`src/inc/acr_pkg.sv`:
```
package acr_pkg;

  //////////////////////////////////////////////////////////////////////////
  // Register indices. The byte address of a register is four times its
  // index, so the word index sits on address bits [9:2].
  localparam int unsigned IDX_W      = 8;
  localparam logic [7:0]  IDX_RES_LO = 8'h78;
  localparam logic [7:0]  IDX_RES_HI = 8'h79;
  localparam logic [7:0]  IDX_CSR    = 8'h7A;
  localparam logic [7:0]  IDX_TRIG   = 8'h7B;
  localparam logic [7:0]  IDX_INSEL  = 8'h7C;

  //////////////////////////////////////////////////////////////////////////
  // Field positions of the control/status register.
  localparam int unsigned CSR_ON_BIT    = 7;
  localparam int unsigned CSR_START_BIT = 6;
  localparam int unsigned CSR_AUTO_BIT  = 5;
  localparam int unsigned CSR_DONE_BIT  = 4;
  localparam int unsigned CSR_IE_BIT    = 3;
  localparam int unsigned CSR_DIV_LSB   = 0;
  localparam int unsigned DIV_W         = 3;

  // Field positions of the input select register.
  localparam int unsigned INSEL_REF_LSB  = 6;
  localparam int unsigned REF_W          = 2;
  localparam int unsigned INSEL_LEFT_BIT = 5;
  localparam int unsigned INSEL_CH_LSB   = 0;
  localparam int unsigned CH_W           = 5;

  // Field of the trigger source register.
  localparam int unsigned TRIG_SEL_LSB = 0;
  localparam int unsigned TRIG_W       = 3;
  localparam logic [2:0]  TRIG_FREE    = 3'h0;

  // Reset values of every software visible register.
  localparam logic [7:0] RST_CSR   = 8'h00;
  localparam logic [7:0] RST_INSEL = 8'h00;
  localparam logic [7:0] RST_TRIG  = 8'h00;
  localparam logic [9:0] RST_RES   = 10'h000;

  //////////////////////////////////////////////////////////////////////////
  // Channel select codes.
  localparam logic [4:0] CH_SE_LAST    = 5'h07;
  localparam logic [4:0] CH_DIFF1_LAST = 5'h17;
  localparam logic [4:0] CH_DIFF2_LAST = 5'h1D;
  localparam logic [4:0] CH_BANDGAP    = 5'h1E;
  localparam logic [4:0] CH_GROUND     = 5'h1F;
  localparam logic [1:0] NEG_NONE      = 2'h0;
  localparam logic [1:0] NEG_IN1       = 2'h1;
  localparam logic [1:0] NEG_IN2       = 2'h2;

  // Conversion lengths in converter clock cycles.
  localparam int unsigned FIRST_CYCLES  = 25;
  localparam int unsigned NORMAL_CYCLES = 13;
  localparam int unsigned CNT_W         = 5;

  // Prescaler: shift of the divide ratio for codes 000 and 001.
  localparam logic [2:0] DIV_MIN_SHIFT = 3'h1;
  localparam int unsigned PRE_W        = 7;

  //////////////////////////////////////////////////////////////////////////
  // Routing handed to the analog multiplexer.
  typedef struct packed {
    logic       diff;
    logic       bandgap;
    logic       ground;
    logic       none;
    logic [2:0] pos;
    logic [1:0] neg;
  } acr_route_t;

  // Conversion sequencer states.
  typedef enum logic [1:0] {
    ST_IDLE   = 2'b00,
    ST_FIRST  = 2'b01,
    ST_NORMAL = 2'b10
  } acr_state_t;

endpackage

```
`src/rtl/acr_chan_decode.sv`:
```
// Turns a channel select code into routing for the analog multiplexer.
module acr_chan_decode (
  // Code in
  input  wire logic [4:0]        code_i,
  // Routing out
  output acr_pkg::acr_route_t    route_o
);

  //////////////////////////////////////////////////////////////////////////
  // Range decodes of the code.
  wire logic is_se    = (code_i <= acr_pkg::CH_SE_LAST);
  wire logic is_none  = (code_i > acr_pkg::CH_SE_LAST) &&
                        (code_i[4] == 1'b0);
  wire logic is_diff1 = code_i[4] && (code_i <= acr_pkg::CH_DIFF1_LAST);
  wire logic is_diff2 = (code_i > acr_pkg::CH_DIFF1_LAST) &&
                        (code_i <= acr_pkg::CH_DIFF2_LAST);

  // Positive input is the low three code bits in every routed case; the
  // internal nodes and the empty codes carry no pin.
  assign route_o.pos     = (is_se || is_diff1 || is_diff2) ?
                           code_i[2:0] : 3'h0;
  assign route_o.neg     = is_diff1 ? acr_pkg::NEG_IN1 :
                           is_diff2 ? acr_pkg::NEG_IN2 :
                           acr_pkg::NEG_NONE;
  assign route_o.diff    = is_diff1 || is_diff2;
  assign route_o.bandgap = (code_i == acr_pkg::CH_BANDGAP);
  assign route_o.ground  = (code_i == acr_pkg::CH_GROUND);
  assign route_o.none    = is_none;

endmodule

```
`src/rtl/acr_top.sv`:
```
module acr_top #(
  parameter int unsigned ADDR_W = 10
) (
  // Clock and reset
  input  wire logic                clk_i,
  input  wire logic                rst_i,
  // Wishbone slave
  input  wire logic [ADDR_W-1:0]   wb_adr_i,
  input  wire logic [31:0]         wb_dat_i,
  input  wire logic [3:0]          wb_sel_i,
  input  wire logic                wb_we_i,
  input  wire logic                wb_cyc_i,
  input  wire logic                wb_stb_i,
  output logic                     wb_ack_o,
  output logic [31:0]              wb_dat_o,
  // Analog converter core
  input  wire logic [9:0]          conv_result_i,
  output logic                     converter_on_o,
  output logic                     sample_run_o,
  output logic                     init_conv_o,
  output logic                     conv_clk_o,
  output acr_pkg::acr_route_t      route_o,
  output logic [1:0]               ref_sel_o,
  // Trigger sources and interrupt handshake
  input  wire logic [6:0]          trig_src_i,
  input  wire logic                global_irq_on_i,
  input  wire logic                irq_taken_i,
  output logic                     done_irq_o
);

  //////////////////////////////////////////////////////////////////////////
  // Register state.
  logic                       on_q;
  logic                       auto_q;
  logic                       done_q;
  logic                       ie_q;
  logic [2:0]                 div_q;
  logic [1:0]                 ref_q;
  logic                       left_q;
  logic [4:0]                 chan_q;
  logic [2:0]                 trig_sel_q;
  logic [2:0]                 trig_sel_prev_q;
  logic                       trig_prev_q;
  logic [9:0]                 res_q;
  logic                       lock_q;
  logic                       init_done_q;
  acr_pkg::acr_state_t        state_q;
  acr_pkg::acr_state_t        state_d;
  logic [4:0]                 cnt_q;
  logic [6:0]                 pre_q;
  logic                       ack_q;
  logic [31:0]                rdat_q;
  logic                       busy_q;
  logic                       init_q;
  logic                       clk_q;
  logic                       irq_q;
  acr_pkg::acr_route_t        route_q;
  logic [1:0]                 ref_act_q;

  //////////////////////////////////////////////////////////////////////////
  // Bus decode. Only byte lane 0 carries register data; a write without
  // lane 0 is acknowledged but stores nothing.
  wire logic       req      = wb_cyc_i && wb_stb_i && !ack_q;
  wire logic       wr       = req && wb_we_i && wb_sel_i[0];
  wire logic       rd       = req && !wb_we_i;
  wire logic [7:0] idx      = wb_adr_i[2 +: acr_pkg::IDX_W];
  wire logic [7:0] wdat     = wb_dat_i[7:0];
  wire logic       hit_lo   = (idx == acr_pkg::IDX_RES_LO);
  wire logic       hit_hi   = (idx == acr_pkg::IDX_RES_HI);
  wire logic       hit_csr  = (idx == acr_pkg::IDX_CSR);
  wire logic       hit_trig = (idx == acr_pkg::IDX_TRIG);
  wire logic       hit_ins  = (idx == acr_pkg::IDX_INSEL);
  wire logic       wr_csr   = wr && hit_csr;
  wire logic       wr_trig  = wr && hit_trig;
  wire logic       wr_ins   = wr && hit_ins;

  // Fields of a control/status write.
  wire logic       w_on    = wdat[acr_pkg::CSR_ON_BIT];
  wire logic       w_start = wdat[acr_pkg::CSR_START_BIT];
  wire logic       w_done  = wdat[acr_pkg::CSR_DONE_BIT];

  //////////////////////////////////////////////////////////////////////////
  // Channel decode of the software field, latched only at a start.
  acr_pkg::acr_route_t route_new;

  acr_chan_decode u_decode (
    .code_i  (chan_q),
    .route_o (route_new)
  );

  //////////////////////////////////////////////////////////////////////////
  // Prescaler. The divide is a power of two, so the terminal count is a
  // shifted one minus one. Codes 000 and 001 both give divide by two.
  wire logic [2:0] div_shift = (div_q == 3'h0) ?
                               acr_pkg::DIV_MIN_SHIFT : div_q;
  wire logic [7:0] div_span  = 8'h01 << div_shift;
  wire logic [6:0] pre_lim   = div_span[7:1] - 7'h01 + div_span[7:1];
  wire logic [6:0] pre_half  = div_span[7:1];
  wire logic       tick      = (pre_q == pre_lim);
  wire logic [6:0] pre_next  = tick ? 7'h00 : pre_q + 7'h01;

  //////////////////////////////////////////////////////////////////////////
  // Trigger selection. Source 0 is the done flag itself, so free running
  // falls out of the same edge detector as the peripheral sources.
  wire logic [7:0] trig_vec   = {trig_src_i, done_q};
  wire logic       trig_now   = trig_vec[trig_sel_q];
  // Moving onto free running would otherwise see a set flag as an edge.
  wire logic       to_free    = (trig_sel_q == acr_pkg::TRIG_FREE) &&
                                (trig_sel_prev_q != acr_pkg::TRIG_FREE);
  wire logic       trig_edge  = trig_now && !trig_prev_q &&
                                !to_free;

  //////////////////////////////////////////////////////////////////////////
  // Start and stop conditions.
  wire logic idle      = (state_q == acr_pkg::ST_IDLE);
  wire logic on_next   = wr_csr ? w_on : on_q;
  wire logic abort     = !on_next;
  // A start written together with the enable counts; writing zero to
  // the start bit is ignored, and a start while busy changes nothing.
  wire logic sw_start  = wr_csr && w_start && w_on;
  wire logic auto_go   = on_q && auto_q && trig_edge;
  wire logic start_go  = idle && !abort && (sw_start || auto_go);
  wire logic cur_first = (state_q == acr_pkg::ST_FIRST);
  wire logic [4:0] last_cnt = cur_first ?
                              5'(acr_pkg::FIRST_CYCLES - 1) :
                              5'(acr_pkg::NORMAL_CYCLES - 1);
  wire logic finish    = !idle && !abort && tick && (cnt_q == last_cnt);

  // Sequencer next state; an abort wins over everything.
  always_comb
  begin
    state_d = state_q;
    unique case (state_q)
      acr_pkg::ST_IDLE:
      begin
        if (start_go)
          state_d = init_done_q ? acr_pkg::ST_NORMAL :
                                  acr_pkg::ST_FIRST;
      end
      acr_pkg::ST_FIRST,
      acr_pkg::ST_NORMAL:
      begin
        if (abort || finish)
          state_d = acr_pkg::ST_IDLE;
      end
      default:
      begin
        state_d = acr_pkg::ST_IDLE;
      end
    endcase
  end

  //////////////////////////////////////////////////////////////////////////
  // Result capture. The core hands differential results in offset
  // binary; flipping the top bit gives two's complement.
  wire logic [9:0] res_conv = route_q.diff ?
                              {~conv_result_i[9], conv_result_i[8:0]} :
                              conv_result_i;
  // A lock blocks the update but not the flag, so software still learns
  // that a result was lost while it held the low byte.
  wire logic res_load = finish && !lock_q;
  wire logic done_set = finish;
  wire logic done_clr = (wr_csr && w_done) || irq_taken_i;
  wire logic done_d   = done_set || (done_q && !done_clr);

  // Result bytes as software sees them, following the live adjust bit.
  wire logic [7:0] lo_view = left_q ? {res_q[1:0], 6'h00} :
                             res_q[7:0];
  wire logic [7:0] hi_view = left_q ? res_q[9:2] :
                             {6'h00, res_q[9:8]};
  wire logic [7:0] csr_view = {on_q, !idle, auto_q, done_q, ie_q,
                               div_q};
  wire logic [7:0] ins_view = {ref_q, left_q, chan_q};
  wire logic [7:0] trg_view = {5'h00, trig_sel_q};
  // Unmapped indices answer normally with zero data.
  wire logic [7:0] rd_byte  = hit_lo   ? lo_view  :
                              hit_hi   ? hi_view  :
                              hit_csr  ? csr_view :
                              hit_ins  ? ins_view :
                              hit_trig ? trg_view : 8'h00;

  //////////////////////////////////////////////////////////////////////////
  // Bus answer: one wait state, ack stands one cycle.
  always_ff @(posedge clk_i)
  begin
    if (rst_i)
    begin
      ack_q  <= 1'b0;
      rdat_q <= 32'h0000_0000;
    end
    else
    begin
      ack_q  <= req;
      rdat_q <= rd ? {24'h00_0000, rd_byte} : 32'h0000_0000;
    end
  end

  // Software writable fields.
  always_ff @(posedge clk_i)
  begin
    if (rst_i)
    begin
      {on_q, auto_q, ie_q, div_q} <= 6'h00;
      {ref_q, left_q, chan_q}     <= acr_pkg::RST_INSEL;
      trig_sel_q                  <= 3'h0;
    end
    else
    begin
      on_q <= on_next;
      if (wr_csr)
      begin
        auto_q <= wdat[acr_pkg::CSR_AUTO_BIT];
        ie_q   <= wdat[acr_pkg::CSR_IE_BIT];
        div_q  <= wdat[acr_pkg::CSR_DIV_LSB +: acr_pkg::DIV_W];
      end
      if (wr_ins)
        {ref_q, left_q, chan_q} <= wdat;
      if (wr_trig)
        trig_sel_q <= wdat[acr_pkg::TRIG_SEL_LSB +: acr_pkg::TRIG_W];
    end
  end

  // Done flag, read lock and trigger edge history. Set beats clear.
  always_ff @(posedge clk_i)
  begin
    if (rst_i)
    begin
      done_q          <= 1'b0;
      lock_q          <= 1'b0;
      trig_prev_q     <= 1'b0;
      trig_sel_prev_q <= 3'h0;
      res_q           <= acr_pkg::RST_RES;
    end
    else
    begin
      done_q          <= done_d;
      trig_prev_q     <= trig_now;
      trig_sel_prev_q <= trig_sel_q;
      if (rd && hit_lo)
        lock_q <= 1'b1;
      else if (rd && hit_hi)
        lock_q <= 1'b0;
      if (res_load)
        res_q <= res_conv;
    end
  end

  // Sequencer, cycle counter and prescaler. The prescaler restarts at
  // each start so every conversion lasts exactly its cycle count.
  always_ff @(posedge clk_i)
  begin
    if (rst_i)
    begin
      state_q     <= acr_pkg::ST_IDLE;
      cnt_q       <= 5'h00;
      pre_q       <= 7'h00;
      init_done_q <= 1'b0;
    end
    else
    begin
      state_q <= state_d;
      if (start_go)
        cnt_q <= 5'h00;
      else if (tick && !idle)
        cnt_q <= cnt_q + 5'h01;
      pre_q <= (start_go || idle) ? 7'h00 : pre_next;
      if (!on_next)
        init_done_q <= 1'b0;
      else if (start_go)
        init_done_q <= 1'b1;
    end
  end

  // Selection used by the core is frozen for a whole conversion.
  always_ff @(posedge clk_i)
  begin
    if (rst_i)
    begin
      route_q   <= '0;
      ref_act_q <= 2'h0;
    end
    else if (start_go)
    begin
      route_q   <= route_new;
      ref_act_q <= ref_q;
    end
  end

  // Registered outputs to the core and the interrupt controller.
  always_ff @(posedge clk_i)
  begin
    if (rst_i)
    begin
      busy_q <= 1'b0;
      init_q <= 1'b0;
      clk_q  <= 1'b0;
      irq_q  <= 1'b0;
    end
    else
    begin
      busy_q <= (state_d != acr_pkg::ST_IDLE);
      init_q <= (state_d == acr_pkg::ST_FIRST);
      clk_q  <= !idle && !finish && !abort &&
                (pre_next >= pre_half);
      irq_q  <= done_d && ie_q && global_irq_on_i;
    end
  end

  //////////////////////////////////////////////////////////////////////////
  // Output connections, all straight from flip-flops.
  assign wb_ack_o       = ack_q;
  assign wb_dat_o       = rdat_q;
  assign converter_on_o = on_q;
  assign sample_run_o   = busy_q;
  assign init_conv_o    = init_q;
  assign conv_clk_o     = clk_q;
  assign route_o        = route_q;
  assign ref_sel_o      = ref_act_q;
  assign done_irq_o     = irq_q;

endmodule

```
`config.mk`:
```
export PLATFORM = sky130hd
export DESIGN_NAME = acr_top
export DESIGN_NICKNAME = d
export VERILOG_FILES = /design/src/inc/acr_pkg.sv /design/src/rtl/acr_chan_decode.sv /design/src/rtl/acr_top.sv
export SDC_FILE = /design/constraint.sdc
export NUM_CORES = 1
export LEC_CHECK = 0
export ABC_AREA = 0
export BUFFER_PORTS_ARGS = -buffer_cell sky130_fd_sc_hd__buf_2
export CAP_MARGIN = 20
export CORE_ASPECT_RATIO = 0.6
export CORE_MARGIN = 2
export CORE_UTILIZATION = 40
export CTS_CLUSTER_DIAMETER = 200
export DETAILED_ROUTE_END_ITERATION = 10
export PLACE_DENSITY = 0.69
export SYNTH_ARGS = -nofsm -noshare
export SYNTH_HDL_FRONTEND = slang
export SYNTH_HIERARCHICAL = 1
export SYNTH_SLANG_ARGS = --single-unit
```
`constraint.sdc`:
```
create_clock -name clk_i -period 3.75 [get_ports clk_i]
set_input_delay 1.125 -clock clk_i [delete_from_list [all_inputs] [get_ports clk_i]]
set_output_delay 1.125 -clock clk_i [all_outputs]
set_load 0.02 [all_outputs]
```
# == After elaboration in Yosys (flattened, before gate mapping) ==
# Cells that the tools add are included.
# op_classes
muxes,23
magnitude_cmp,7
shifts,1
bitwise_logic,4
n_reduce_logical,62
n_addsub,4
eq_ne,12
# op_table
op,count
$mux 8,6
$eq 8x7->1 const B,5
$logic_and 1x1->1,34
$eq 5x5->1 const B,2
$le 5x5->1 const B,2
$mux 10,1
$mux 2,5
$reduce_or 2->1,5
$logic_not 1->1,9
$mux 3,3
$logic_or 1x1->1,8
$shl 1x3->8 const A,1
$add 7x1->7 const B,1
$add 7x7->7,1
$eq 7x7->1,1
$ge 7x7->1,1
$mux 7,1
$sub 7x1->7 const B,1
$logic_not 3->1,2
$add 5x1->5 const B,1
$eq 5x5->1,1
$gt 5x3->1 const B,1
$gt 5x5->1 const B,1
$le 5x3->1 const B,1
other kinds (11),19
# word_totals
reg_bits,96
word_cells,144
input_bits,70

# == Longest topological paths before layout ==
# Gate-level depths: netlist of the first run.
# depth
word_depth,13
mapped_depth,13
depth_no_buf,12

# == By module ==
# The synthesis of the first run kept the hierarchy.
# modules_own_cells
module,area_each_um2,cells_per_inst,n_inst
acr_top,3692.3,416,1
acr_chan_decode,103.8,18,1

# == Worst setup path before layout of the first run ==
# Ideal clock, no wire load.
# synth_timing
path_kind,input port to flip-flop
from,input wb_adr_i[4]
to,"register rdat_q[6], in the netlist wb_dat_o[6]"
cell_stages,6
path_slack_ns,0.831
required_time_ns,3.659
setup_ns,0.091
t_arrival_ns,2.828
n_path_buf,2
cell_sequence,clkbuf_1 > or3_1 > clkbuf_1 > nor4b_1 > a22oi_1 > a311oi_1
# synth_via
elab_chain_cells,5
# synth_lines
item,line_no,source
"start, declared",acr_top.sv:8,"input wire logic [ADDR_W-1:0] wb_adr_i,"
$eq 8x7->1,acr_top.sv:72,wire logic hit_ins = (idx == acr_pkg::IDX_INSEL);
$mux 8,acr_top.sv:179,hit_ins ? ins_view :
$mux 8,acr_top.sv:178,hit_csr ? csr_view :
$mux 8,acr_top.sv:177,hit_hi ? hi_view :
$mux 8 *,acr_top.sv:176,wire logic [7:0] rd_byte = hit_lo ? lo_view :
"end signal, assigned",acr_top.sv:194,"rdat_q <= rd ? {24'h00_0000, rd_byte} : 32'h0000_0000;"
"end, declared",acr_top.sv:52,logic [31:0] rdat_q;
# Mark *: on every way between the ends. The rest lies on a longest branch, timed or not.
# A chain may end at the register's enable or synchronous reset.

# == Worst setup path after layout of the first run ==
# layout_timing
from,register div_q[1]
to,"register clk_q, in the netlist conv_clk_o"
# layout_rtl
item,line_no,source
"start, declared",acr_top.sv:37,logic [2:0] div_q;
"start signal, assigned",acr_top.sv:214,div_q <= wdat[acr_pkg::CSR_DIV_LSB +: acr_pkg::DIV_W];
$logic_not 3->1,acr_top.sv:94,wire logic [2:0] div_shift = (div_q == 3'h0) ?
$mux 3 *,acr_top.sv:94,
$shl 1x3->8 *,acr_top.sv:96,wire logic [7:0] div_span = 8'h01 << div_shift;
$sub 7x1->7,acr_top.sv:97,wire logic [6:0] pre_lim = div_span[7:1] - 7'h01 + div_span[7:1];
$add 7x7->7 *,acr_top.sv:97,
$eq 7x7->1 *,acr_top.sv:99,wire logic tick = (pre_q == pre_lim);
$mux 7 *,acr_top.sv:100,wire logic [6:0] pre_next = tick ? 7'h00 : pre_q + 7'h01;
via pre_next[1],acr_top.sv:100,
$ge 7x7->1 *,acr_top.sv:304,(pre_next >= pre_half);
$logic_and 1x1->1 *,acr_top.sv:303,clk_q <= !idle && !finish && !abort &&
"end signal, assigned",acr_top.sv:303,
"end, declared",acr_top.sv:55,logic clk_q;
# The timed path passes the listed nets; every way through them passes the cells marked *.

==> reports/results.ini, run 1 <==
[yosys]
yosysWarnings = 6
ys_types = 54
netlist_area_um2 = 3796
async_flop_share = 0
yosysSeqAreaShare = 0.3797
ys.flop_type = dfxtp_1
syn_inst = 434
ys_ff_latch = 72
synth-edff-count = 0
syn-mean-instance-area_um2 = 8.747

[critical_path]
cp_max_fo = 12
cp-start-kind = flip-flop
r2r_end = conv_clk_o$_SDFF_PP0_
crit_chain = nand2_1 > o41ai_1 > a31oi_1 > nor3_1 > nor2b_1 > ha_1 > a21o_1 > a21o_1 > a21o_1 > a21oi_1 > o21ai_0 > nor4b_1
reg2reg_from = div_q[1]$_SDFFE_PP0N_
required_ns = 3.95
cpPeakStageDelay_ns = 0.56
critPathCaptureType = flip-flop
slowest_stage = dfxtp_1
crit_buf_inv = 0
critPathKind = reg2reg
cp.arrival_ns = 3.32
rrSetupSlack_ns = 0.64
critPathTopFamily = compound AO/OA/AOI/OAI gates
crit_top_cell = a21o_1
reg2reg_depth = 12

[sta]
clock_skew_ns = 0.006920
hold_viol = 0
fin_crit_ns = 3.112
finalWorstSetupSlack_ns = 0.6376
fin_setup_tns_ns = 0
slew_headroom = 0.5186
final_max_slew_viol_count = 0
fin_crit_sh = 0.8300
setup-violations-final = 0
worstMarginPinSlew_ns = 0.7221
finalHoldWorstSlack_ns = 0.4779
fmax_ghz = 0.3213
rsz0062_at_grt = no

[floorplanning]
io_pins = 119
std_cell_rows = 27
dieHeight_um = 79.46
dieArea_um2 = 10310
die_w_um = 129.8
core_area_um2 = 9189
start_util = 0.4131

[clocking]
clk_path_buf_depth = 2
cts_resized = 0
cts_tree = yes
htree_levels = 3
cts_setup_buffers = 0
cts_hold_buffers = 0
clk_latency_ns = 0.34
numCtsBuffers = 9
cts-root-buf = clkbuf_16
cts.clk_slew.worst_paths_ns = 0.06
cts.sinks = 72

[route]
dr_wl_met2_um = 3741
viasPerCell = 5.136
num_vias = 3220
first_iter_violations = 258
drt-met1-wl_um = 4680
ant_nets = 0
routed_wl_um = 9415
routedWlPerCell_um = 15.02
dr.pass1.iters = 4
top_layer = met4
wl_met3_um = 917
drc = 0

[placement]
dp_hpwl_um = 7020
pre_cts_slack_ns = 0.4604
finalWeightedCongestion = 0.9149
io_buffers = 65

[global_routing]
grt_pass1_vias = 2868
grt_use_total = 0.1878
grt_pass1_wl_um = 14700
gr-total-overflow = 0
grt_max_degree = 38
antenna_found_initial = 1

[layout]
drive_gt1_frac = 0.2052
n_antenna_cell = 0
area_delta_synth_final_pct = 16.91
nets = 575

[power_and_ir_drop]
power_leakage_uw = 0.001773
powerDensity_nw_per_um2 = 388.5
peakVddDrop_mv = 0.2143
power.total_uw = 1724

[worst_hold_path]
hold_end = wb_dat_o[4]$_SDFF_PP0_
hold_path_startpoint = res_q[4]$_SDFFE_PP0P_
holdPathStages = 2
hold_class = reg2reg

[flow_run]
maxCapViolations = 0

[status]
status = complete, no violations

## cell usage in the layout, fill, tap and decap left out, types with 6 or more instances in the layout
cell type  instances
inv_1             11
a21o_1             6
nand2b_1           8
dfxtp_1           72
nor3_1            15
buf_4              9
nor2b_1           13
a22oi_1            9
nand3_1            6
conb_1            24
mux2i_1           33
clkbuf_16          9
buf_2             65
nand2_1           33
nor2_1            60
a21oi_1           16
ha_1              13
xor2_1             6
## kinds of logic after synthesis
| family | after synthesis | share of synthesized area |
|---|---|---|
| adder cells (fa/ha/maj) | 13 | 0.04285 |
| AO/OA/AOI/OAI | 64 | 0.1193 |
| buffers and inverters | 61 | 0.09328 |
| flip-flops | 72 | 0.3797 |
| XOR/XNOR | 11 | 0.02538 |
| other | 1 | 0.0009878 |
| multiplexers | 38 | 0.1098 |
| AND/OR/NAND/NOR | 174 | 0.2287 |
## tightest hold or removal path, delay by kind of cell (launching register included)
| family | cells | cell delay [ns] |
|---|---|---|
| DFF | 1 | 0.32 |
| and+or+nand+nor | 1 | 0.06 |
| AOI/OAI and AO/OA | 1 | 0.05 |
## through the flow
| step | util | std cells | cell area (um2) |
|---|---|---|---|
| 3_5_place_dp | 0.4495 | 611 | 4130 |
| 5_1_grt | 0.4830 | 627 | 4438 |
| 6_report | 0.4830 | 627 | 4438 |
| 3_3_place_gp | 0.4495 | 611 | 4130 |
| 2_1_floorplan | - | 457 | 3882 |
| 4_1_cts | 0.4830 | 627 | 4438 |
## cell type report
| type | instances | area [um2] |
|---|---|---|
| Fill cell | 904 | 4751 |
| Inverter | 11 | 41.29 |
| Tap cell | 130 | 162.7 |
| Clock buffer | 11 | 252.7 |
| Multi-Input combinational cell | 324 | 2092 |
| Sequential cell | 72 | 1441 |
| Timing Repair Buffer | 74 | 392.9 |
| Clock inverter | 5 | 55.05 |
## worst max path at each step
stage	startpoint	slack, ns	cells past startpoint	to
6_report	div_q[1]$_SDFFE_PP0N_	0.64	12	conv_clk_o$_SDFF_PP0_
3_3_place_gp	wb_stb_i	0.50	9	sample_run_o$_SDFF_PP0_
2_1_floorplan	wb_adr_i[4]	0.83	6	wb_dat_o[6]$_SDFF_PP0_
4_1_cts	div_q[1]$_SDFFE_PP0N_	0.65	12	conv_clk_o$_SDFF_PP0_
5_1_grt	div_q[1]$_SDFFE_PP0N_	0.39	12	conv_clk_o$_SDFF_PP0_
3_5_place_dp	trig_src_i[0]	0.46	9	route_o[7]$_SDFFE_PP0P_
## layer usage
metal  up-vias  global-route usage
met5         -                   0
met4         0             0.06344
met3         9             0.05563
met2       116              0.2545
li1       1597                   -
met1      1498              0.2790
## Yosys cell counts, drive strengths merged (8+ instances only)
cell type | number | share of area
nor2b | 13 | 0.021
nand2 | 33 | 0.033
nor3 | 16 | 0.022
ha | 13 | 0.043
dfxtp | 72 | 0.38
mux2i | 33 | 0.087
nor2 | 60 | 0.059
inv | 11 | 0.011
a21oi | 16 | 0.021
nand2b | 8 | 0.013
clkbuf | 19 | 0.019
buf | 31 | 0.064
a22oi | 10 | 0.021
## registers in the layout (all words and copies together), names as in the netlist, 2 cells and up
name             flops
cnt_q                5
route_o              9
div_q                3
chan_q               5
wb_dat_o             8
ref_sel_o            2
trig_sel_prev_q      3
trig_sel_q           3
pre_q                7
ref_q                2
state_q              2
res_q               10
## power breakdown
part / internal (uW) / leakage, uW / switching, uW / total (uW)
clock network: 548 / 0.000148 / 328 / 877
logic: 24.0 / 0.00105 / 57.7 / 81.7
registers: 766 / 0.000580 / 0.220 / 766
total: 1340 / 0.00177 / 386 / 1720
No activity file was read; power rests on OpenSTA's default activity.
==> run 2: changes to the inputs <==
==> constraint.sdc (replaced) <==
create_clock -name clk_i -period 3.25 [get_ports clk_i]
set_input_delay 0.975 -clock clk_i [delete_from_list [all_inputs] [get_ports clk_i]]
set_output_delay 0.975 -clock clk_i [all_outputs]
set_load 0.02 [all_outputs]
==> run 2 against run 1 <==
Clock power grew 13%. Non-clock buffer count grew 2. Via count grew 1.4%. Die area is the same. Largest cell class unchanged. Highest routed layer unchanged.
==> reports/results.ini, run 2 (synthesis results as in run 1) <==
[placement]
io_buffers = 65
finalWeightedCongestion = 0.8980
dp_hpwl_um = 7070
pre_cts_slack_ns = 0.2027
dp_cells = 613

[sta]
fin_crit_sh = 0.9080
hold_viol = 0
setup-violations-final = 0
fin_setup_tns_ns = 0
fin_crit_ns = 2.951
clock_skew_ns = 0.008137
rsz0062_at_grt = no
finalWorstSetupSlack_ns = 0.2991
fmax_ghz = 0.3389
worstMarginPinSlew_ns = 0.6981
slew_headroom = 0.5310
final_max_slew_viol_count = 0

[layout]
nets = 577
area_delta_synth_final_pct = 17.40
drive_gt1_frac = 0.2064
largest_reg_flops = 10
stdcell_count = 629
postLayoutCoreUtil = 0.4850
layout_common_cells = dfxtp_1, buf_2, nor2_1, nand2_1, mux2i_1
layout_commonest_cell = dfxtp_1
n_antenna_cell = 0
top_register = res_q

[floorplanning]
io_pins = 119
core_area_um2 = 9189
start_util = 0.4131
dieHeight_um = 79.46
std_cell_rows = 27
dieArea_um2 = 10310
die_w_um = 129.8

[clocking]
cts_setup_buffers = 0
htree_levels = 3
clk_latency_ns = 0.34
cts_resized = 0
cts-root-buf = clkbuf_16
cts_tree = yes
cts.sinks = 72
cts_hold_buffers = 0
clk_path_buf_depth = 2
cts.clk_slew.worst_paths_ns = 0.06
numCtsBuffers = 9

[route]
ant_nets = 0
routed_wl_um = 9559
viasPerCell = 5.189
first_iter_violations = 226
dr.pass1.iters = 5
drc = 0
num_vias = 3264
routedWlPerCell_um = 15.20

[global_routing]
grt_pass1_vias = 2938
grt_pass1_wl_um = 14950
antenna_found_initial = 1
gr-total-overflow = 0
grt_use_total = 0.1896
grt_max_degree = 31

[power_and_ir_drop]
seq_power_share = 0.449
p_sw_uw = 443.5
power_leakage_uw = 0.001784
powerDensity_nw_per_um2 = 441.4
swShare = 0.2254
combPwrFrac = 0.048
p_int_uw = 1524
clkPwrFrac = 0.503
peakVddDrop_mv = 0.2282

[flow_run]
maxCapViolations = 0

[critical_path]
cp-start-kind = flip-flop
critPathCaptureType = flip-flop
crit_buf_inv = 1
cpPeakStageDelay_ns = 0.57
critPathTopFamily = compound AO/OA/AOI/OAI gates
rrSetupSlack_ns = 0.30
crit_chain = o21ai_0 > xor2_1 > nand2_1 > nor3_1 > buf_4 > nor2_1 > ha_1 > a21o_1 > a21o_1 > a21oi_1 > o21ai_0 > nor4b_1
required_ns = 3.47
cp.arrival_ns = 3.17
cp_max_fo = 14
critPathKind = reg2reg
slowest_stage = dfxtp_1

[worst_hold_path]
hold_class = reg2reg

[status]
status = complete, no violations

==> run 2: changes by cell type in the layout (fill, tap and decap cells not counted) <==
| cell | previous run | this run |
|---|---|---|
| clkbuf_1 | 0 | 1 |
| buf_4 | 9 | 10 |
| buf_12 | 0 | 1 |
| clkbuf_8 | 2 | 1 |
| clkinvlp_4 | 2 | 1 |
| clkinv_4 | 0 | 1 |
==> run 2: worst paths after layout <==
| kind | to | cells after the start | from |
|---|---|---|---|
| worst min register to register | ref_q[1]$_SDFFE_PP0P_ | 2 | ref_q[1]$_SDFFE_PP0P_ |
| worst max register to register | conv_clk_o$_SDFF_PP0_ | 12 | div_q[2]$_SDFFE_PP0N_ |
| worst max-delay path | conv_clk_o$_SDFF_PP0_ | 12 | div_q[2]$_SDFFE_PP0N_ |
| worst min-delay path | ref_q[1]$_SDFFE_PP0P_ | 2 | ref_q[1]$_SDFFE_PP0P_ |
==> run 2: layer usage <==
metal | track usage | share of wire
met1 | 0.2844 | 0.50
met3 | 0.06300 | 0.095
met4 | 0.05591 | 0.012
met2 | 0.2518 | 0.39
met5 | 0 | 0
==> run 2: power groups by stage <==
stage / Clock [uW] / Combinational [uW] / Sequential (uW)
floorplan: 0 / 75.3 / 903
global placement: 0 / 90.4 / 903
detailed placement: 0 / 92.5 / 903
CTS: 1010 / 93.0 / 883
global route: 1040 / 101 / 883
finish: 989 / 94.4 / 884
==> run 2: stage by stage <==
stage                     power, uW  hold WS, ns  cell area, um2
after floorplan               978.7       0.4441            3882
after global placement        993.2       0.4615            4158
after detailed placement      995.3       0.4646            4158
after CTS                      1982       0.4723            4457
after global routing           2029       0.4950            4457
final                          1967       0.4807            4457
==> run 2: layout make-up <==
cell class	instances	area, um2
Timing Repair Buffer	76	420.4
Sequential cell	72	1441
Tap cell	130	162.7
Multi-Input combinational cell	324	2092
Inverter	11	41.29
Fill cell	886	4732
Clock buffer	11	242.7
Clock inverter	5	56.30
==> run 2: worst reg2reg max path, cell delays in order, from the launching register on <==
cell and delay [ns]:
dfxtp_1 0.57, o21ai_0 0.21, xor2_1 0.29, nand2_1 0.12
nor3_1 0.24, buf_4 0.25, nor2_1 0.09, ha_1 0.30
a21o_1 0.16, a21o_1 0.17, a21oi_1 0.15, o21ai_0 0.12
nor4b_1 0.16
